### config.mk
export PLATFORM = sky130hd
export DESIGN_NAME = cti_channel
export DESIGN_NICKNAME = d
export VERILOG_FILES = /design/src/inc/cti_pkg.sv /design/src/hdl/cti_channel.sv
export SDC_FILE = /design/constraint.sdc
export NUM_CORES = 1
export LEC_CHECK = 0
export BUFFER_PORTS_ARGS = -buffer_cell sky130_fd_sc_hd__buf_2
export CAP_MARGIN = 15
export CORE_UTILIZATION = 55
export CTS_CLUSTER_DIAMETER = 80
export DETAILED_ROUTE_END_ITERATION = 10
export HOLD_SLACK_MARGIN = 0.06
export PLACE_DENSITY = 0.82
export REMOVE_ABC_BUFFERS = 1
export SYNTH_ARGS = -nofsm -noshare
export SYNTH_HDL_FRONTEND = slang
export SYNTH_SLANG_ARGS = --single-unit
### constraint.sdc
create_clock -name clk_in -period 8.39 [get_ports clk_in]
set_input_delay 0 -clock clk_in [delete_from_list [all_inputs] [get_ports clk_in]]
set_output_delay 0 -clock clk_in [all_outputs]
set_load 0.01 [all_outputs]
### src/inc/cti_pkg.sv
// ***************************************************************
// channel timer and event status constants
// ***************************************************************
package cti_pkg;

  // register byte offsets within one channel window
  localparam logic [7:0] CTI_OFS_LTC    = 8'h44;
  localparam logic [7:0] CTI_OFS_TCR    = 8'h48;
  localparam logic [7:0] CTI_OFS_VERSION_STATUS   = 8'h4C;
  localparam logic [7:0] CTI_OFS_ISR    = 8'h50;
  localparam logic [7:0] CTI_CH2_BASE   = 8'h80;
  localparam logic [31:0] CTI_REG_RST   = 32'h0000_0000;

  // lead_trail_config fields
  localparam int CTI_LEAD_IN_COUNT_LSB  = 24;
  localparam int CTI_PRE_LSB   = 16;
  localparam int CTI_TRAIL_COUNT_LSB = 8;
  localparam int CTI_TRAIL_PATTERN_LSB  = 0;

  // timer_config fields
  localparam int CTI_TIMER_CLOCK_SELECT_LSB  = 0;
  localparam int CTI_TONE_BIT  = 2;
  localparam int CTI_TIMER_EXPIRATION_COUNT_LSB  = 3;
  localparam int CTI_TIMER_EXPIRATION_COUNT_MSB  = 31;
  localparam logic [1:0] CTI_TIMER_CLOCK_SELECT_OSC = 2'h0;
  localparam logic [1:0] CTI_TIMER_CLOCK_SELECT_TXC = 2'h1;
  localparam logic [1:0] CTI_TIMER_CLOCK_SELECT_RXC = 2'h2;
  localparam logic [1:0] CTI_TIMER_CLOCK_SELECT_BUS = 2'h3;

  // interrupt_status bit positions
  localparam int CTI_B_RFS  = 0;
  localparam int CTI_B_RFT  = 1;
  localparam int CTI_B_RFE  = 2;
  localparam int CTI_B_RFO  = 3;
  localparam int CTI_B_RDO  = 4;
  localparam int CTI_B_RFL  = 5;
  localparam int CTI_B_TIN  = 8;
  localparam int CTI_B_DRHI = 10;
  localparam int CTI_B_DTHI = 11;
  localparam int CTI_B_DRFE = 12;
  localparam int CTI_B_DTFE = 13;
  localparam int CTI_B_DRST = 14;
  localparam int CTI_B_DTST = 15;
  localparam int CTI_B_TFT  = 16;
  localparam int CTI_B_ALL_SENT_FLAG = 17;
  localparam int CTI_B_TDU  = 18;
  localparam int CTI_B_CLEAR_TO_SEND_CHANGE_FLAG = 24;
  localparam int CTI_B_DATA_SET_READY_CHANGE_FLAG = 25;
  localparam int CTI_B_CDC  = 26;
  localparam int CTI_B_FLOW_ABORT_FLAG = 27;

  // receive limits
  localparam logic [13:0] CTI_RX_DEPTH   = 14'h2000;
  localparam logic [9:0]  CTI_LEN_ENTRIES = 10'h200;

  typedef enum logic [1:0] {
    CTI_TX_IDLE  = 2'b00,
    CTI_TX_LEAD  = 2'b01,
    CTI_TX_FRAME = 2'b10,
    CTI_TX_TRAIL = 2'b11
  } cti_tx_state_t;

  typedef struct packed {
    logic [31:0]   ltc;
    logic [31:0]   timer_config;
    logic [31:0]   status;
    logic [28:0]   tmr_cnt;
    logic          tmr_run;
    cti_tx_state_t tx_st;
    logic [7:0]    rep;
    logic [2:0]    modem;
    logic          primed;
    logic          tx_below;
    logic          rx_above;
    logic          txh;
    logic          rxh;
    logic          lost_mark;
    logic [31:0]   rdata;
    logic          pat_valid;
    logic [7:0]    pat;
    logic          stuff_en;
    logic          tx_active;
    logic          irq;
  } cti_state_t;

endpackage

### src/hdl/cti_channel.sv
// Functional notes
// - lead-in count zero sends none, else that many
// - trailing count zero sends none, else that many
// - no bit insertion while trailer is sent
// - two-bit select picks timer clock source
// - mode clear: timer reloads, interrupts each expiry
// - mode set: timer expires once then stops
// - period is count plus one source ticks
// - version word: firmware, bus revision, device
// - frame start flag on valid frame begin
// - receive trigger flag when fill exceeds level
// - frame end flag on length entry write
// - overflow flag beyond 512 length entries
// - data overflow flag beyond 8K receive depth
// - frame lost flag and status word mark
// - timer expiry flag on every expiry
// - dma halts on stop until go command
// - dma frame end and host flags
// - transmit trigger flag below level or start
// - all-sent flag on active to idle
// - underrun flag when idle before full count
// - change flags for modem input levels
// - masked events set no status bit, raise no interrupt
// - flow abort flag on clear-to-send change
`timescale 1ns/10ps
module cti_channel #(
  parameter logic [7:0]  CHAN_BASE = 8'h00,
  parameter logic [7:0]  FW_REV    = 8'h01,  // arbitrary value
  parameter logic [7:0]  BUS_REV   = 8'h01,  // arbitrary value
  parameter logic [15:0] BUS_DEV   = 16'h0A5A // arbitrary value
) (
  input  wire logic        clk_in,
  input  wire logic        reset_in,
  input  wire logic [7:0]  reg_addr_in,
  input  wire logic        reg_wr_in,
  input  wire logic        reg_rd_in,
  input  wire logic [31:0] reg_wdata_in,
  output logic      [31:0] reg_rdata_out,
  input  wire logic [31:0] interrupt_mask_in,
  output logic             irq_out,
  input  wire logic        osc_tick_in,
  input  wire logic        tx_clk_tick_in,
  input  wire logic        rx_clk_tick_in,
  input  wire logic        tx_frame_req_in,
  input  wire logic        tx_byte_taken_in,
  input  wire logic        tx_frame_done_in,
  output logic             tx_pattern_valid_out,
  output logic      [7:0]  tx_pattern_out,
  output logic             tx_stuff_enable_out,
  output logic             tx_active_out,
  input  wire logic        transmit_frame_cmd_in,
  input  wire logic [13:0] tx_fifo_count_in,
  input  wire logic [13:0] tx_fill_threshold_in,
  input  wire logic [15:0] tx_bytes_pushed_in,
  input  wire logic [15:0] tx_frame_length_in,
  input  wire logic        rx_frame_start_in,
  input  wire logic [13:0] rx_fifo_count_in,
  input  wire logic [13:0] rx_fill_threshold_in,
  input  wire logic        rx_byte_push_in,
  input  wire logic        rx_length_write_in,
  input  wire logic        rx_status_append_in,
  input  wire logic [9:0]  rx_length_entries_in,
  input  wire logic        rx_msg_push_in,
  output logic             frame_lost_mark_out,
  input  wire logic        tx_dma_stop_in,
  input  wire logic        rx_dma_stop_in,
  input  wire logic        tx_go_in,
  input  wire logic        rx_go_in,
  input  wire logic        tx_dma_fe_in,
  input  wire logic        rx_dma_fe_in,
  input  wire logic        tx_dma_hi_in,
  input  wire logic        rx_dma_hi_in,
  output logic             tx_dma_halted_out,
  output logic             rx_dma_halted_out,
  input  wire logic        cts_in,
  input  wire logic        dsr_in,
  input  wire logic        cd_in,
  input  wire logic        cts_flow_ctl_in
);

  // ***************************************************************
  // address decode
  // ***************************************************************
  cti_pkg::cti_state_t s_q;
  cti_pkg::cti_state_t s_d;
  logic [31:0]         ev;
  logic                tmr_exp;
  logic                tick;
  logic                abort;
  logic                went_idle;
  logic                sel_ltc;
  logic                sel_tcr;
  logic                sel_version_status;
  logic                sel_isr;
  logic                tx_below;
  logic                rx_above;
  logic [2:0]          modem_now;
  logic [2:0]          modem_chg;

  // channel two sits at a higher window, so base is added before compare
  assign sel_ltc  = reg_addr_in == 8'(CHAN_BASE + cti_pkg::CTI_OFS_LTC);
  assign sel_tcr  = reg_addr_in == 8'(CHAN_BASE + cti_pkg::CTI_OFS_TCR);
  assign sel_version_status = reg_addr_in == 8'(CHAN_BASE + cti_pkg::CTI_OFS_VERSION_STATUS);
  assign sel_isr  = reg_addr_in == 8'(CHAN_BASE + cti_pkg::CTI_OFS_ISR);

  // level comparisons feeding edge-based trigger flags
  assign tx_below  = tx_fifo_count_in < tx_fill_threshold_in;
  assign rx_above  = rx_fifo_count_in > rx_fill_threshold_in;
  assign modem_now = {cd_in, dsr_in, cts_in};
  // first sample after reset only primes the history, no spurious change
  assign modem_chg = s_q.primed ? (modem_now ^ s_q.modem) : 3'h0;

  // ***************************************************************
  // next-state logic
  // ***************************************************************
  always_comb
  begin
    s_d       = s_q;
    ev        = 32'h0000_0000;
    tmr_exp   = 1'b0;
    went_idle = 1'b0;
    abort     = 1'b0;

    // register writes; read-only words ignore writes
    if (reg_wr_in && sel_ltc)
    begin
      s_d.ltc = reg_wdata_in;
    end

    // timer source select
    unique case (s_q.timer_config[cti_pkg::CTI_TIMER_CLOCK_SELECT_LSB +: 2])
      cti_pkg::CTI_TIMER_CLOCK_SELECT_OSC: tick = osc_tick_in;
      cti_pkg::CTI_TIMER_CLOCK_SELECT_TXC: tick = tx_clk_tick_in;
      cti_pkg::CTI_TIMER_CLOCK_SELECT_RXC: tick = rx_clk_tick_in;
      cti_pkg::CTI_TIMER_CLOCK_SELECT_BUS: tick = 1'b1;  // we already run on the bus clock
    endcase

    // writing the timer word restarts it; count n gives n+1 ticks
    if (reg_wr_in && sel_tcr)
    begin
      s_d.timer_config     = reg_wdata_in;
      s_d.tmr_cnt = reg_wdata_in[cti_pkg::CTI_TIMER_EXPIRATION_COUNT_MSB:cti_pkg::CTI_TIMER_EXPIRATION_COUNT_LSB];
      s_d.tmr_run = 1'b1;
    end
    else if (s_q.tmr_run && tick)
    begin
      if (s_q.tmr_cnt == 29'h0000_0000)
      begin
        tmr_exp = 1'b1;
        if (s_q.timer_config[cti_pkg::CTI_TONE_BIT])
        begin
          s_d.tmr_run = 1'b0;
        end
        else
        begin
          s_d.tmr_cnt = s_q.timer_config[cti_pkg::CTI_TIMER_EXPIRATION_COUNT_MSB:cti_pkg::CTI_TIMER_EXPIRATION_COUNT_LSB];
        end
      end
      else
      begin
        s_d.tmr_cnt = s_q.tmr_cnt - 29'h0000_0001;
      end
    end

    // transmit lead-in / frame / trailer sequencer
    unique case (s_q.tx_st)
      cti_pkg::CTI_TX_IDLE:
      begin
        if (tx_frame_req_in)
        begin
          if (s_d.ltc[cti_pkg::CTI_LEAD_IN_COUNT_LSB +: 8] != 8'h00)
          begin
            s_d.tx_st = cti_pkg::CTI_TX_LEAD;
            s_d.rep   = s_d.ltc[cti_pkg::CTI_LEAD_IN_COUNT_LSB +: 8];
          end
          else
          begin
            s_d.tx_st = cti_pkg::CTI_TX_FRAME;
          end
        end
      end
      cti_pkg::CTI_TX_LEAD:
      begin
        if (tx_byte_taken_in)
        begin
          s_d.rep = s_q.rep - 8'h01;
          if (s_q.rep == 8'h01)
          begin
            s_d.tx_st = cti_pkg::CTI_TX_FRAME;
          end
        end
      end
      cti_pkg::CTI_TX_FRAME:
      begin
        if (tx_frame_done_in)
        begin
          if (s_d.ltc[cti_pkg::CTI_TRAIL_COUNT_LSB +: 8] != 8'h00)
          begin
            s_d.tx_st = cti_pkg::CTI_TX_TRAIL;
            s_d.rep   = s_d.ltc[cti_pkg::CTI_TRAIL_COUNT_LSB +: 8];
          end
          else
          begin
            s_d.tx_st = cti_pkg::CTI_TX_IDLE;
          end
        end
      end
      cti_pkg::CTI_TX_TRAIL:
      begin
        if (tx_byte_taken_in)
        begin
          s_d.rep = s_q.rep - 8'h01;
          if (s_q.rep == 8'h01)
          begin
            s_d.tx_st = cti_pkg::CTI_TX_IDLE;
          end
        end
      end
    endcase

    // a clear-to-send change under flow control aborts the transmission
    abort = cts_flow_ctl_in && modem_chg[0] && s_q.tx_active;
    if (abort)
    begin
      s_d.tx_st = cti_pkg::CTI_TX_IDLE;
    end
    went_idle = s_q.tx_active && (s_d.tx_st == cti_pkg::CTI_TX_IDLE);

    // serializer-facing outputs follow the next state
    s_d.pat_valid = (s_d.tx_st == cti_pkg::CTI_TX_LEAD) || (s_d.tx_st == cti_pkg::CTI_TX_TRAIL);
    s_d.pat       = (s_d.tx_st == cti_pkg::CTI_TX_TRAIL) ? s_d.ltc[cti_pkg::CTI_TRAIL_PATTERN_LSB +: 8]
                                                         : s_d.ltc[cti_pkg::CTI_PRE_LSB +: 8];
    s_d.stuff_en  = s_d.tx_st != cti_pkg::CTI_TX_TRAIL;
    s_d.tx_active = s_d.tx_st != cti_pkg::CTI_TX_IDLE;

    // receive events
    ev[cti_pkg::CTI_B_RFS] = rx_frame_start_in;
    ev[cti_pkg::CTI_B_RFT] = rx_above && !s_q.rx_above;
    ev[cti_pkg::CTI_B_RFE] = rx_length_write_in || rx_status_append_in;
    ev[cti_pkg::CTI_B_RFO] = rx_length_write_in
                             && (rx_length_entries_in >= cti_pkg::CTI_LEN_ENTRIES);
    ev[cti_pkg::CTI_B_RDO] = rx_byte_push_in
                             && (rx_fifo_count_in >= cti_pkg::CTI_RX_DEPTH);
    ev[cti_pkg::CTI_B_RFL] = rx_frame_start_in && s_q.status[cti_pkg::CTI_B_RDO];
    s_d.rx_above = rx_above;

    // the status-word mark rides on the next pushed message; new loss wins
    if (rx_msg_push_in)
    begin
      s_d.lost_mark = 1'b0;
    end
    if (ev[cti_pkg::CTI_B_RFL])
    begin
      s_d.lost_mark = 1'b1;
    end

    // timer and dma events
    ev[cti_pkg::CTI_B_TIN]  = tmr_exp;
    ev[cti_pkg::CTI_B_DTST] = tx_dma_stop_in;
    ev[cti_pkg::CTI_B_DRST] = rx_dma_stop_in;
    ev[cti_pkg::CTI_B_DTFE] = tx_dma_fe_in;
    ev[cti_pkg::CTI_B_DRFE] = rx_dma_fe_in;
    ev[cti_pkg::CTI_B_DTHI] = tx_dma_hi_in;
    ev[cti_pkg::CTI_B_DRHI] = rx_dma_hi_in;
    // halt holds until the go command; a stop in the same cycle wins
    s_d.txh = (s_q.txh && !tx_go_in) || tx_dma_stop_in;
    s_d.rxh = (s_q.rxh && !rx_go_in) || rx_dma_stop_in;

    // transmit events
    ev[cti_pkg::CTI_B_TFT]  = (tx_below && !s_q.tx_below)
                              || (transmit_frame_cmd_in && tx_below);
    ev[cti_pkg::CTI_B_ALL_SENT_FLAG] = went_idle;
    ev[cti_pkg::CTI_B_TDU]  = went_idle && (tx_bytes_pushed_in < tx_frame_length_in);
    s_d.tx_below = tx_below;

    // modem line events
    ev[cti_pkg::CTI_B_CLEAR_TO_SEND_CHANGE_FLAG] = modem_chg[0];
    ev[cti_pkg::CTI_B_DATA_SET_READY_CHANGE_FLAG] = modem_chg[1];
    ev[cti_pkg::CTI_B_CDC]  = modem_chg[2];
    ev[cti_pkg::CTI_B_FLOW_ABORT_FLAG] = abort;
    s_d.modem  = modem_now;
    s_d.primed = 1'b1;

    // read clears what was returned; an event in the same cycle survives
    if (reg_rd_in && sel_isr)
    begin
      s_d.status = 32'h0000_0000;
    end
    s_d.status = s_d.status | (ev & ~interrupt_mask_in);
    s_d.irq    = |s_d.status;

    // read data is registered, valid the cycle after the strobe
    if (reg_rd_in)
    begin
      if (sel_ltc)
        s_d.rdata = s_q.ltc;
      else if (sel_tcr)
        s_d.rdata = s_q.timer_config;
      else if (sel_version_status)
        s_d.rdata = {BUS_DEV, BUS_REV, FW_REV};
      else if (sel_isr)
        s_d.rdata = s_q.status;
      else
        s_d.rdata = 32'h0000_0000;
    end
  end

  // ***************************************************************
  // state register
  // ***************************************************************
  always_ff @(posedge clk_in or posedge reset_in)
  begin
    if (reset_in)
    begin
      s_q          <= '0;
      s_q.ltc      <= cti_pkg::CTI_REG_RST;
      s_q.timer_config      <= cti_pkg::CTI_REG_RST;
      s_q.tx_below <= 1'b1;  // avoids a trigger flag right out of reset
      s_q.stuff_en <= 1'b1;
    end
    else
    begin
      s_q <= s_d;
    end
  end

  // outputs straight from flops
  assign reg_rdata_out        = s_q.rdata;
  assign irq_out              = s_q.irq;
  assign tx_pattern_valid_out = s_q.pat_valid;
  assign tx_pattern_out       = s_q.pat;
  assign tx_stuff_enable_out  = s_q.stuff_en;
  assign tx_active_out        = s_q.tx_active;
  assign frame_lost_mark_out  = s_q.lost_mark;
  assign tx_dma_halted_out    = s_q.txh;
  assign rx_dma_halted_out    = s_q.rxh;

  // ***************************************************************
  // assertions
  // ***************************************************************
  property p_lead_none;
    @(posedge clk_in) disable iff (reset_in)
    (s_q.tx_st == cti_pkg::CTI_TX_IDLE && tx_frame_req_in
     && s_d.ltc[cti_pkg::CTI_LEAD_IN_COUNT_LSB +: 8] == 8'h00) |=> !tx_pattern_valid_out;
  endproperty
  a_lead_none: assert property (p_lead_none) else $error("lead-in sent with zero count");

  property p_lead_load;
    @(posedge clk_in) disable iff (reset_in)
    (s_q.tx_st == cti_pkg::CTI_TX_IDLE && tx_frame_req_in
     && s_d.ltc[cti_pkg::CTI_LEAD_IN_COUNT_LSB +: 8] != 8'h00)
    |=> (s_q.tx_st == cti_pkg::CTI_TX_LEAD && s_q.rep == $past(s_d.ltc[31:24]));
  endproperty
  a_lead_load: assert property (p_lead_load) else $error("lead-in count not loaded");

  property p_trail_none;
    @(posedge clk_in) disable iff (reset_in)
    (s_q.tx_st == cti_pkg::CTI_TX_FRAME && tx_frame_done_in && !abort
     && s_d.ltc[cti_pkg::CTI_TRAIL_COUNT_LSB +: 8] == 8'h00) |=> !tx_active_out;
  endproperty
  a_trail_none: assert property (p_trail_none) else $error("trailer with zero count");

  property p_trail_nostuff;
    @(posedge clk_in) disable iff (reset_in)
    (s_q.tx_st == cti_pkg::CTI_TX_TRAIL) |-> (!tx_stuff_enable_out && tx_pattern_valid_out);
  endproperty
  a_trail_nostuff: assert property (p_trail_nostuff) else $error("stuffing during trailer");

  property p_tmr_reload;
    @(posedge clk_in) disable iff (reset_in)
    (tmr_exp && !s_q.timer_config[cti_pkg::CTI_TONE_BIT] && !(reg_wr_in && sel_tcr))
    |=> (s_q.tmr_run && s_q.tmr_cnt == $past(s_q.timer_config[31:3]));
  endproperty
  a_tmr_reload: assert property (p_tmr_reload) else $error("timer did not reload");

  property p_tmr_once;
    @(posedge clk_in) disable iff (reset_in)
    (tmr_exp && s_q.timer_config[cti_pkg::CTI_TONE_BIT] && !(reg_wr_in && sel_tcr)) |=> !s_q.tmr_run;
  endproperty
  a_tmr_once: assert property (p_tmr_once) else $error("one-shot timer kept running");

  property p_tin;
    @(posedge clk_in) disable iff (reset_in)
    (tmr_exp && !interrupt_mask_in[cti_pkg::CTI_B_TIN]) |=> s_q.status[cti_pkg::CTI_B_TIN];
  endproperty
  a_tin: assert property (p_tin) else $error("timer expiry flag missing");

  property p_masked;
    @(posedge clk_in) disable iff (reset_in)
    (interrupt_mask_in[cti_pkg::CTI_B_RFS] && !s_q.status[cti_pkg::CTI_B_RFS])
    |=> !s_q.status[cti_pkg::CTI_B_RFS];
  endproperty
  a_masked: assert property (p_masked) else $error("masked event set status");

  property p_sticky;
    @(posedge clk_in) disable iff (reset_in)
    (s_q.status[cti_pkg::CTI_B_RFS] && !(reg_rd_in && sel_isr))
    |=> s_q.status[cti_pkg::CTI_B_RFS];
  endproperty
  a_sticky: assert property (p_sticky) else $error("status bit lost before read");

  property p_all_sent_flag;
    @(posedge clk_in) disable iff (reset_in)
    ($fell(tx_active_out) && !$past(interrupt_mask_in[cti_pkg::CTI_B_ALL_SENT_FLAG]))
    |-> s_q.status[cti_pkg::CTI_B_ALL_SENT_FLAG];
  endproperty
  a_all_sent_flag: assert property (p_all_sent_flag) else $error("all-sent flag missing");

  property p_halt;
    @(posedge clk_in) disable iff (reset_in)
    (tx_dma_halted_out && !tx_go_in) |=> tx_dma_halted_out;
  endproperty
  a_halt: assert property (p_halt) else $error("dma left halt without go");

  property p_version;
    @(posedge clk_in) disable iff (reset_in)
    (reg_rd_in && sel_version_status) |=> (reg_rdata_out == {BUS_DEV, BUS_REV, FW_REV});
  endproperty
  a_version: assert property (p_version) else $error("version word wrong");

  c_lead: cover property (@(posedge clk_in) disable iff (reset_in)
    s_q.tx_st == cti_pkg::CTI_TX_LEAD ##1 s_q.tx_st == cti_pkg::CTI_TX_FRAME);
  c_trail: cover property (@(posedge clk_in) disable iff (reset_in)
    s_q.tx_st == cti_pkg::CTI_TX_TRAIL ##1 s_q.tx_st == cti_pkg::CTI_TX_IDLE);
  c_timer: cover property (@(posedge clk_in) disable iff (reset_in) tmr_exp);

endmodule

==> results by group, run 1 <==
Worst setup path
  – Worst EP arrival: 3720 ps
  – Slowest cell on crit path: o21ai_1
  – CP top delay family: compound AO/OA/AOI/OAI gates
  – Crit Path Max Fanout: 15
  – CP Cell Sequence: inv_1, ha_1, or3b_1, or3_1, o21ai_1, nor2_1, o21ai_0, o21ai_0
  – WP buf/inv: 1
  – Setup Crit Path Kind: reg2reg
  – CP Launch Type: register
  – Required @ worst endpoint: 8660 ps
  – CP peak stage delay: 910 ps
  – Setup crit end kind: register
  – Crit path top cell by count: o21ai_0

Detailed routing
  – 1st-pass router iterations: 6
  – Via Count: roughly 9500
  – DR top layer: met4
  – Vias per inst: 6.077
  – Wire length per cell: 19.30 um
  – DRT Wirelength: 30250 um
  – DR iter-0 viols: 845
  – Routed length on met3: 2376 um
  – DRC errors left: 0
  – Wl on met1: between 10000 and 15000 um
  – Routed Antenna Nets: 0
  – Met2 wire length: 15050 um

Yosys
  – Yosys cell types: 69
  – Synth Flop Type: dfrtp_1
  – Post-synthesis sequential area ratio: 46.24%
  – Mapped Area: 0.01018 mm2
  – Mapped Cells: 1083
  – Post-synth EDFFs: 0
  – Yosys warning total: 0
  – Synthesized flop and latch total: 188
  – Synthesized area per cell: 9.398 um2
  – Asr flop ratio synth: 100.0%

Clock tree
  – # hold bufs at CTS: 80
  – Clock latency at the later pin of the worst-skew pair: 450 ps
  – Reg clk slew, reported paths: 70 ps
  – Clock Tree Root: clkbuf_16
  – CTS tree: done
  – Max Root-Sink Buffers: 2
  – Clock buffer count from CTS: 17
  – H-tree levels: 4
  – Number of gates resized after cts: 0
  – CTS Sinks: 188
  – Post-CTS Setup Bufs: 0

Global route
  – Vias in the first global route: between 9000 and 10000
  – Initial antenna violation count: 0
  – Largest net degree at the start of global routing: between 100 and 150
  – First-pass GRT wire length: about 48000 um
  – Grt ovf: 0
  – All-Layer GR Usage: 32.10%

STA
  – RSZ-0062 raised after global routing: no
  – Final Skew: 11.39 ps
  – Setup violators final: 0
  – Period minus WS final: 3446 ps
  – Fin. Hold Viols: 0
  – Tightest Pin Transition: 1248 ps
  – Slew Limit Fails: 0
  – Fin crit share: a little over 40%
  – Slew headroom: about 17%
  – Fmax: 290.2 MHz
  – Setup tns final: 0 ps

Floorplan
  – I/O pin count: 245
  – Initial Util: ~56%
  – Die height: 138.0 um
  – Die area: 0.01906 mm2
  – Row count: 49
  – Core Region: roughly 0.018 mm2
  – Chip Width: 138.0 um

Placed design
  – Gpl congestion: 0.8653
  – # port buffers: 223
  – Area after DPL: 0.01116 mm2
  – HPWL after DPL: between 20000 and 25000 um

Power
  – Power per Cell Area: approximately 200 mW/mm2
  – Max IR drop VDD: 0.0001578 V
  – Leakage power total: 6.290 nW

Worst hold path
  – HP Class: in2reg

Final layout
  – Diode count: 0
  – NumNets Final: around 1600
  – Area Growth Syn to Fin: 23.74%
  – Design area: 0.01259 mm2
  – Layout cells sized above 1: 23.92%

Run
  – Max-cap violation count: 0

Run status
  – Run status: finished, final reports clean
[layout by cell type, fill, tap and decap left out, types with 6 or more instances in the layout]
cell type / count
a222oi_1: 24
a21oi_1: 58
o31ai_1: 9
o211ai_1: 13
buf_4: 9
nor3b_1: 6
a31oi_1: 9
buf_2: 223
nor2_1: 77
dlygate4sd3_1: 80
dfrtp_1: 186
o2111ai_1: 11
mux2_2: 40
nor4_1: 24
or3_1: 12
nand2_1: 158
nand3_1: 11
a211o_1: 6
ha_1: 45
inv_1: 76
a211oi_1: 9
and2_1: 13
a22o_1: 19
a21o_1: 12
nand4_1: 11
nor3_1: 17
xnor2_1: 10
o21ai_0: 64
clkbuf_16: 17
[worst min-delay path, cell delays in order]
cell and delay (ps):
buf_2 80, ha_1 150, o211ai_1 120, a21oi_1 130
[final timing paths]
kind                                            from                  end  slack [ps]  cells after the start
max in group asynchronous                   reset_in    s_q[49]$_DFF_PP0_        6710                      4
min in group asynchronous                   reset_in   s_q[160]$_DFF_PP0_         300                      3
worst min register to register   s_q[63]$_DFFE_PP0P_  s_q[63]$_DFFE_PP0P_         490                      2
worst max register to register   s_q[64]$_DFFE_PP0P_  s_q[74]$_DFFE_PP0P_        4940                      8
worst max-delay path             s_q[64]$_DFFE_PP0P_  s_q[74]$_DFFE_PP0P_        4940                      8
worst min-delay path            rx_fifo_count_in[12]    s_q[47]$_DFF_PP0_          90                      4
[per-stage QoR]
stage	worst slack, ps	power, mW	util (%)	instances	hold WS, ps
finish	4944	2.519	69.87	1567	92.35
global placement	5082	1.611	61.90	1454	134.3
floorplan	3280	1.443	-	993	31.43
detailed placement	5048	1.633	61.90	1454	136.8
CTS	5018	2.510	69.72	1566	74.96
global route	4748	2.629	69.87	1567	119.8
[where the power goes]
part	leakage [nW]	switching, mW	internal [mW]
clock network	0.292	0.365	0.480
registers	2.40	0.108	1.00
logic	3.60	0.301	0.262
[state kept, by name, summed over array words and instances, names as in the netlist]
name                 flops
s_q                    142
reg_rdata_out           32
tx_pattern_out           8
frame_lost_mark_out      1
irq_out                  1
rx_dma_halted_out        1
tx_active_out            1
tx_dma_halted_out        1
tx_stuff_enable_out      1
[routing by layer]
metal  vias up  GRT usage [%]
met2       504          55.24
met1      4591          37.80
li1       4326              -
met3       101          7.170
met4         0          16.02
met5         -              0
[synthesized netlist by cell type, drive strengths merged, types with 12 or more instances]
cell type | n | area [um2]
mux2 | 41 | 461.7
inv | 77 | 289.0
ha | 45 | 563.0
and2 | 13 | 81.33
clkbuf | 43 | 161.4
a21oi | 59 | 295.3
a22o | 19 | 166.4
o211ai | 13 | 97.59
or3 | 13 | 86.33
a21o | 12 | 90.09
dfrtp | 186 | 4654
o21ai | 71 | 362.8
nor4 | 25 | 162.6
a222oi | 24 | 240.2
nor2 | 77 | 289.0
buf | 47 | 345.3
nor3 | 18 | 90.09
nand2 | 159 | 599.3
[cells by family (layout without fill, tap and decap cells)]
logic type / after synthesis / after routing / share of synthesized area [%]
AND/OR/NAND/NOR: 358 / 358 / 16.63
AO/OA/AOI/OAI: 267 / 267 / 17.79
flip-flops: 188 / 188 / 46.24
buffers and inverters: 167 / 422 / 7.818
adder cells (fa/ha/maj): 45 / 45 / 5.532
multiplexers: 44 / 44 / 4.831
XOR/XNOR: 13 / 13 / 1.119
other: 1 / 1 / 0.03684
[cell type report]
class / count / area [um2]
Timing Repair Buffer: 313 / 2012
Clock inverter: 12 / 161.4
Fill cell: 1338 / 5430
Sequential cell: 188 / 4707
Multi-Input combinational cell: 728 / 4684
Clock buffer: 20 / 446.7
Inverter: 77 / 296.5
Tap cell: 229 / 286.5
Power figures use the tool's default switching activity.
==> inputs of run 2 (changes only) <==
--- a/config.mk
+++ b/config.mk
@@ -5,13 +5,14 @@
 export SDC_FILE = /design/constraint.sdc
 export NUM_CORES = 1
 export LEC_CHECK = 0
+export ABC_AREA = 1
 export BUFFER_PORTS_ARGS = -buffer_cell sky130_fd_sc_hd__buf_2
 export CAP_MARGIN = 15
 export CORE_UTILIZATION = 55
 export CTS_CLUSTER_DIAMETER = 80
 export DETAILED_ROUTE_END_ITERATION = 10
 export HOLD_SLACK_MARGIN = 0.06
-export PLACE_DENSITY = 0.82
+export PLACE_DENSITY = 0.81
 export REMOVE_ABC_BUFFERS = 1
 export SYNTH_ARGS = -nofsm -noshare
 export SYNTH_HDL_FRONTEND = slang
==> constraint.sdc (replaced) <==
create_clock -name clk_in -period 3.5 [get_ports clk_in]
set_input_delay 0 -clock clk_in [delete_from_list [all_inputs] [get_ports clk_in]]
set_output_delay 0 -clock clk_in [all_outputs]
set_load 0.01 [all_outputs]
==> run 2 against run 1 <==
Power grew 150%. Wire length grew 6.7%. Worst setup slack worse by 4500 ps. Core utilization rose by 0.27 points. Clock power grew 130%. Combinational power rose to 2.8 times the previous value. Hold slack got worse by 28 ps. Sequential power increased by 140%. Global-route usage increased by 1.9 points.
==> results by group, run 2 <==
STA
  – Period minus WS final: 3077 ps
  – Hold WS: between 60 and 70 ps
  – Slew headroom: 32.98%
  – Setup tns final: 0 ps
  – Fmax: about 330 MHz
  – Final Skew: 11.59 ps
  – Fin crit share: 87.91%
  – RSZ-0062 raised after global routing: no
  – Setup violators final: 0
  – Tightest Pin Transition: approximately 990 ps
  – Slew Limit Fails: 0
  – Fin. Hold Viols: 0

Global route
  – Met3 usage: 6.624%
  – Met2 usage: 56.15%
  – All-Layer GR Usage: 33.96%
  – First-pass GRT wire length: 51780 um
  – Busiest grt layer: met2
  – Vias in the first global route: 10400
  – Grt ovf: 0
  – Met1 Usage GRT: 42.33%
  – Initial antenna violation count: 1
  – Largest net degree at the start of global routing: 123

Final layout
  – Max reg flops: 142
  – Area Growth Syn to Fin: 23.94%
  – # fillers: 1450
  – Commonest non-fill, non-tap cell in the layout: nand2_1
  – Multi-input logic area: 0.004648 mm2
  – Most frequent cells in the layout: 348 x nand2_1, 223 x buf_2, 207 x inv_1
  – NumNets Final: about 1900
  – Storage cell area: 0.004707 mm2
  – Biggest register: s_q
  – Layout cells sized above 1: about a fifth
  – Diode count: 0

Clock tree
  – Post-CTS Setup Bufs: 0
  – Clock Tree Root: clkbuf_16
  – # hold bufs at CTS: 85
  – CTS Sinks: 188
  – H-tree levels: 4
  – Clock buffer count from CTS: 17
  – Max Root-Sink Buffers: 2
  – CTS tree: done
  – Number of gates resized after cts: 0
  – Reg clk slew, reported paths: 70 ps
  – Clock latency at the later pin of the worst-skew pair: roughly 450 ps

Yosys
  – Synth cell count leaders: 348 x nand2_1, 208 x inv_1, 186 x dfrtp_1
  – Synth Flop Type: dfrtp_1
  – Yosys cell types: 50
  – Area share of the largest cell type after synthesis: 43.68%
  – Post-synth EDFFs: 0
  – Synthesized flop and latch total: 188
  – Top post-synthesis cells by area: dfrtp_1 44%, nand2_1 12%, inv_1 7.3%
  – Asr flop ratio synth: 100.0%
  – Post-synthesis sequential area ratio: 44.17%
  – Mapped Area: between 0.01 and 0.015 mm2
  – Yosys warning total: 0
  – Mapped Cells: 1362
  – Cell taking the most area after synthesis: dfrtp_1
  – Count leader, synth: nand2_1
  – Synthesized area per cell: 7.824 um2

Power
  – Switching Share: 32.86%
  – Switching power: a little over 2 mW
  – Reg power frac: 43.1%
  – Int Pwr: 4.171 mW
  – Comb pwr share: around a quarter
  – Total power draw: 6.212 mW
  – Max IR drop VDD: 0.0003845 V
  – Power per Cell Area: 470.3 mW/mm2
  – Clock Power Share: a little under a third
  – Leakage power total: about 7 nW

Worst setup path
  – CP peak stage delay: 570 ps
  – Setup Crit Path Kind: in2reg
  – CP Cell Sequence: dlygate4sd3_1, buf_2, ha_1, dlygate4sd3_1, a21oi_1, dlygate4sd3_1, o21ai_0, dlygate4sd3_1, nor2_1, dlygate4sd3_1
  – Worst EP arrival: 3460 ps
  – Reg2reg start: s_q[64]$_DFFE_PP0P_
  – CP top delay family: buffers and inverters
  – Register-to-register setup slack: 1000 ps
  – WP buf/inv: 6
  – Critical path launch point: tx_fifo_count_in[13]
  – Crit Path Max Fanout: 2
  – Reg2reg end: s_q[77]$_DFFE_PP0P_
  – Slowest cell on crit path: dlygate4sd3_1
  – CP Launch Type: primary input
  – Crit path top cell by count: dlygate4sd3_1
  – Required @ worst endpoint: 3890 ps
  – Setup crit end kind: register
  – Reg2Reg Depth: 10

Floorplan
  – Die height: 141.2 um
  – Row count: 50
  – Chip Width: 141.2 um
  – I/O pin count: roughly 250
  – Core Region: 0.01883 mm2
  – Die area: 0.01994 mm2
  – Initial Util: 56.59%

Worst hold path
  – Hold endpoint: s_q[63]$_DFFE_PP0P_
  – HP Class: in2reg
  – Hold Crit Depth: 6
  – HP Start: tx_clk_tick_in

Detailed routing
  – Wire length per cell: between 15 and 20 um
  – Vias per inst: approximately 5.5
  – DRT Wirelength: 32280 um
  – DRC errors left: 0
  – DR iter-0 viols: a little over 1000
  – Via Count: between 10000 and 15000
  – 1st-pass router iterations: 7
  – Routed Antenna Nets: 0

Placed design
  – # port buffers: around 220
  – HPWL after DPL: around 23000 um
  – Gpl congestion: roughly 0.96

Run status
  – Run status: finished, final reports clean

Run
  – Max-cap violation count: 0
-- run 2: worst register-to-register path: cells and delay by family, from the launching register on --
kind / cells / cell delay, ps
buffers and inverters: 2 / 330
DFF: 1 / 410
AOI/OAI and AO/OA: 3 / 470
adders and majority gates: 1 / 200
and+or+nand+nor: 4 / 1020
-- run 2: area by class of cell --
type	count	share of cell area, %
flip-flops and latches	188	35.64
multi-input cells	876	35.19
repair buffers	325	16.05
inverters	215	6.186
clock buffers	23	3.619
well taps	260	2.463
clock inverters	9	0.8526
-- run 2: kinds of logic after synthesis --
| family | Yosys count | share of synthesized area (%) |
|---|---|---|
| AND/OR/NAND/NOR | 536 | 21.56 |
| buffers and inverters | 298 | 12.30 |
| AO/OA/AOI/OAI | 272 | 14.84 |
| flip-flops | 188 | 44.17 |
| adder cells (fa/ha/maj) | 45 | 5.284 |
| XOR/XNOR | 22 | 1.808 |
| other | 1 | 0.03519 |
-- run 2: stage by stage --
stage | setup WS (ps) | cell area [um2] | utilization, % | std cells
3_5_place_dp | 983.5 | 11770 | 62.49 | 1779
2_1_floorplan | -1610 | 10150 | - | 1279
4_1_cts | 529.8 | 13210 | 70.14 | 1896
5_1_grt | 259.3 | 13210 | 70.14 | 1896
3_3_place_gp | 1010 | 11770 | 62.49 | 1779
6_report | 423.3 | 13210 | 70.14 | 1896
-- run 2: worst max-delay path by stage --
stage | slack (ps) | cells past startpoint | to
2_1_floorplan | -1610 | 1 | frame_lost_mark_out$_DFFE_PP0P_
3_3_place_gp | 1010 | 14 | irq_out$_DFF_PP0_
3_5_place_dp | 980 | 15 | tx_pattern_out[0]$_DFF_PP0_
4_1_cts | 530 | 10 | s_q[48]$_DFF_PP1_
5_1_grt | 260 | 10 | s_q[48]$_DFF_PP1_
6_report | 420 | 10 | s_q[48]$_DFF_PP1_
-- run 2: power groups by stage --
| stage | Sequential (mW) | Combinational (mW) | Clock (mW) |
|---|---|---|---|
| after floorplan | 2.66 | 1.02 | 0 |
| after global placement | 2.70 | 1.42 | 0 |
| after detailed placement | 2.70 | 1.47 | 0 |
| after CTS | 2.67 | 1.55 | 1.97 |
| after global routing | 2.71 | 1.76 | 2.06 |
| final | 2.68 | 1.57 | 1.97 |
-- run 2: per-layer routing --
layer / part of all wire (%) / vias up
li1: - / 4897
met1: 39 / 4942
met2: 48 / 538
met3: 8.2 / 114
met4: 4.7 / 0
met5: 0 / -
==> inputs of run 3 (changes only) <==
--- a/config.mk
+++ b/config.mk
@@ -5,14 +5,13 @@
 export SDC_FILE = /design/constraint.sdc
 export NUM_CORES = 1
 export LEC_CHECK = 0
-export ABC_AREA = 1
 export BUFFER_PORTS_ARGS = -buffer_cell sky130_fd_sc_hd__buf_2
 export CAP_MARGIN = 15
-export CORE_UTILIZATION = 55
+export CORE_UTILIZATION = 54
 export CTS_CLUSTER_DIAMETER = 80
 export DETAILED_ROUTE_END_ITERATION = 10
 export HOLD_SLACK_MARGIN = 0.06
-export PLACE_DENSITY = 0.81
+export PLACE_DENSITY = 0.8
 export REMOVE_ABC_BUFFERS = 1
 export SYNTH_ARGS = -nofsm -noshare
 export SYNTH_HDL_FRONTEND = slang
==> run 3 against run 2 <==
Via count is 9.6% lower. Sequential share of layout area rose by 1.6 points. Critical path depth decreased by 3. Critical endpoint is now s_q[66]$_DFFE_PP0P_. Largest power group unchanged.
==> results by group, run 3 (same netlist as run 1, synthesis figures left out) <==
Floorplan
  – Row count: 49
  – Die area: just under 0.02 mm2
  – I/O pin count: between 200 and 250
  – Chip Width: 139.3 um
  – Core Region: ~0.018 mm2
  – Initial Util: 55.90%
  – Die height: 139.3 um

Global route
  – First-pass GRT wire length: 48430 um
  – Vias in the first global route: 9347
  – Grt ovf: 0
  – Initial antenna violation count: 0
  – Largest net degree at the start of global routing: between 100 and 150
  – All-Layer GR Usage: around 32%

STA
  – Period minus WS final: 3147 ps
  – Final setup margin: around 350 ps
  – Final Skew: 9.153 ps
  – Setup violators final: 0
  – Slew headroom: around 33%
  – Fin. Hold Viols: 0
  – Fin crit share: between 80% and 90%
  – Fmax: 317.8 MHz
  – Tightest Pin Transition: around 1000 ps
  – RSZ-0062 raised after global routing: no
  – Slew Limit Fails: 0

Worst setup path
  – Required @ worst endpoint: 3830 ps
  – Crit Path Max Fanout: 19
  – CP top delay family: simple AND/OR/NAND/NOR gates
  – CP Launch Type: register
  – CP Cell Sequence: or3_4, or3b_1, or3_1, or4_4, o21ai_2, o21ai_1, a22o_1
  – Reg2reg end: s_q[66]$_DFFE_PP0P_
  – Reg2Reg Depth: 7
  – Worst EP arrival: 3480 ps
  – Setup Crit Path Kind: reg2reg
  – Register-to-register setup slack: 350 ps
  – CP peak stage delay: 610 ps
  – Setup crit end kind: register
  – Slowest cell on crit path: or4_4
  – WP depth: 7
  – Reg2reg start: s_q[66]$_DFFE_PP0P_
  – WP buf/inv: 0

Clock tree
  – H-tree levels: 4
  – Number of gates resized after cts: 0
  – CTS tree: done
  – Reg clk slew, reported paths: 70 ps
  – Max Root-Sink Buffers: 2
  – Clock latency at the later pin of the worst-skew pair: 440 ps
  – CTS Sinks: ~190
  – Clock Tree Root: clkbuf_16
  – Clock buffer count from CTS: 17

Worst hold path
  – Hold Crit Depth: 5
  – HP Start: cts_flow_ctl_in
  – Hold endpoint: s_q[61]$_DFF_PP0_
  – HP Class: in2reg

Final layout
  – Commonest non-fill, non-tap cell in the layout: buf_2
  – Post-Layout Cell Count: 1577
  – Biggest register: s_q
  – Area Growth Syn to Fin: 24.18%
  – NumNets Final: 1578
  – Diode count: 0
  – Final Util: 69.42%
  – Design area: 0.01264 mm2
  – Layout cells sized above 1: roughly 25%
  – Most frequent cells in the layout: 223 x buf_2, 186 x dfrtp_1, 158 x nand2_1
  – Max reg flops: 142

Placed design
  – HPWL after DPL: about 22000 um
  – Post-Place Cells: around 1500
  – Area after DPL: 0.01125 mm2
  – Gpl congestion: approximately 0.9
  – Setup slack at placement: 452.3 ps
  – # port buffers: 223

Power
  – Max IR drop VDD: 0.0004274 V
  – Power per Cell Area: about 480 mW/mm2
  – Leakage power total: 6.327 nW

Run status
  – Run status: finished, final reports clean

Detailed routing
  – DRT Wirelength: 30360 um
  – Routed Antenna Nets: 0
  – Wire length per cell: ~19 um
  – DRC errors left: 0
  – Vias per inst: roughly 6
  – 1st-pass router iterations: 8
  – DR iter-0 viols: 873
  – Via Count: 9483

Run
  – Max-cap violation count: 0
## run 3: cell types whose count changed in the layout (fill, tap and decap cells not counted), sizes merged, moves of 20 or more
cell,previous run,this run
inv,213,82
a222oi,0,24
nand4,31,11
o21ai,139,71
nand2,354,159
nand3,44,11
mux2,0,41
nor4,1,25
## run 3: power by group
| part | total, mW | internal, mW | switching (mW) |
|---|---|---|---|
| sequential | 2.66 | 2.40 | 0.261 |
| combinational | 1.35 | 0.627 | 0.726 |
| clock | 2.00 | 1.11 | 0.891 |
## run 3: per-layer routing
metal	global-route usage, %	part of all wire [%]	vias up
li1	-	-	4351
met1	39.00	39	4545
met2	56.20	50	479
met3	5.575	7.6	108
met4	14.39	3.9	0
met5	0	0	-
## run 3: worst max path at each step
stage                              startpoint  slack [ps]                         endpoint
after floorplan                      reset_in       -1610  frame_lost_mark_out$_DFFE_PP0P_
after global placement    s_q[66]$_DFFE_PP0P_         480              s_q[66]$_DFFE_PP0P_
after detailed placement  s_q[66]$_DFFE_PP0P_         450              s_q[86]$_DFFE_PP0P_
after CTS                 s_q[66]$_DFFE_PP0P_         390              s_q[66]$_DFFE_PP0P_
after global routing      s_q[76]$_DFFE_PP0P_         270              s_q[72]$_DFFE_PP0P_
final                     s_q[66]$_DFFE_PP0P_         350              s_q[66]$_DFFE_PP0P_
## run 3: stage by stage
stage | TNS (ps) | power [mW] | hold slack (ps)
3_5_place_dp | 0 | 3.935 | 138.2
3_3_place_gp | 0 | 3.872 | 135.4
2_1_floorplan | -299920 | 3.458 | 31.43
5_1_grt | 0 | 6.292 | 105.9
4_1_cts | 0 | 6.008 | 70.00
6_report | 0 | 6.015 | 71.51
## run 3: layout make-up
| type | instances | area, um2 |
|---|---|---|
| multi-input cells | 728 | 4681 |
| well taps | 229 | 286.5 |
| fillers | 1386 | 5569 |
| repair buffers | 323 | 2062 |
| flip-flops and latches | 188 | 4707 |
| clock inverters | 13 | 153.9 |
| inverters | 77 | 296.5 |
| clock buffers | 19 | 452.9 |
## run 3: what timing repair did
item / in CTS / in global routing
buffers inserted: 0 / 0
hold buffers: 78 / 0
endpoints found under the hold margin: 258 / 0
## run 3: worst min-delay path: cells and delay by family
family        cells  cell delay (ps)
simple gates      3              200
buf+inv           2              260
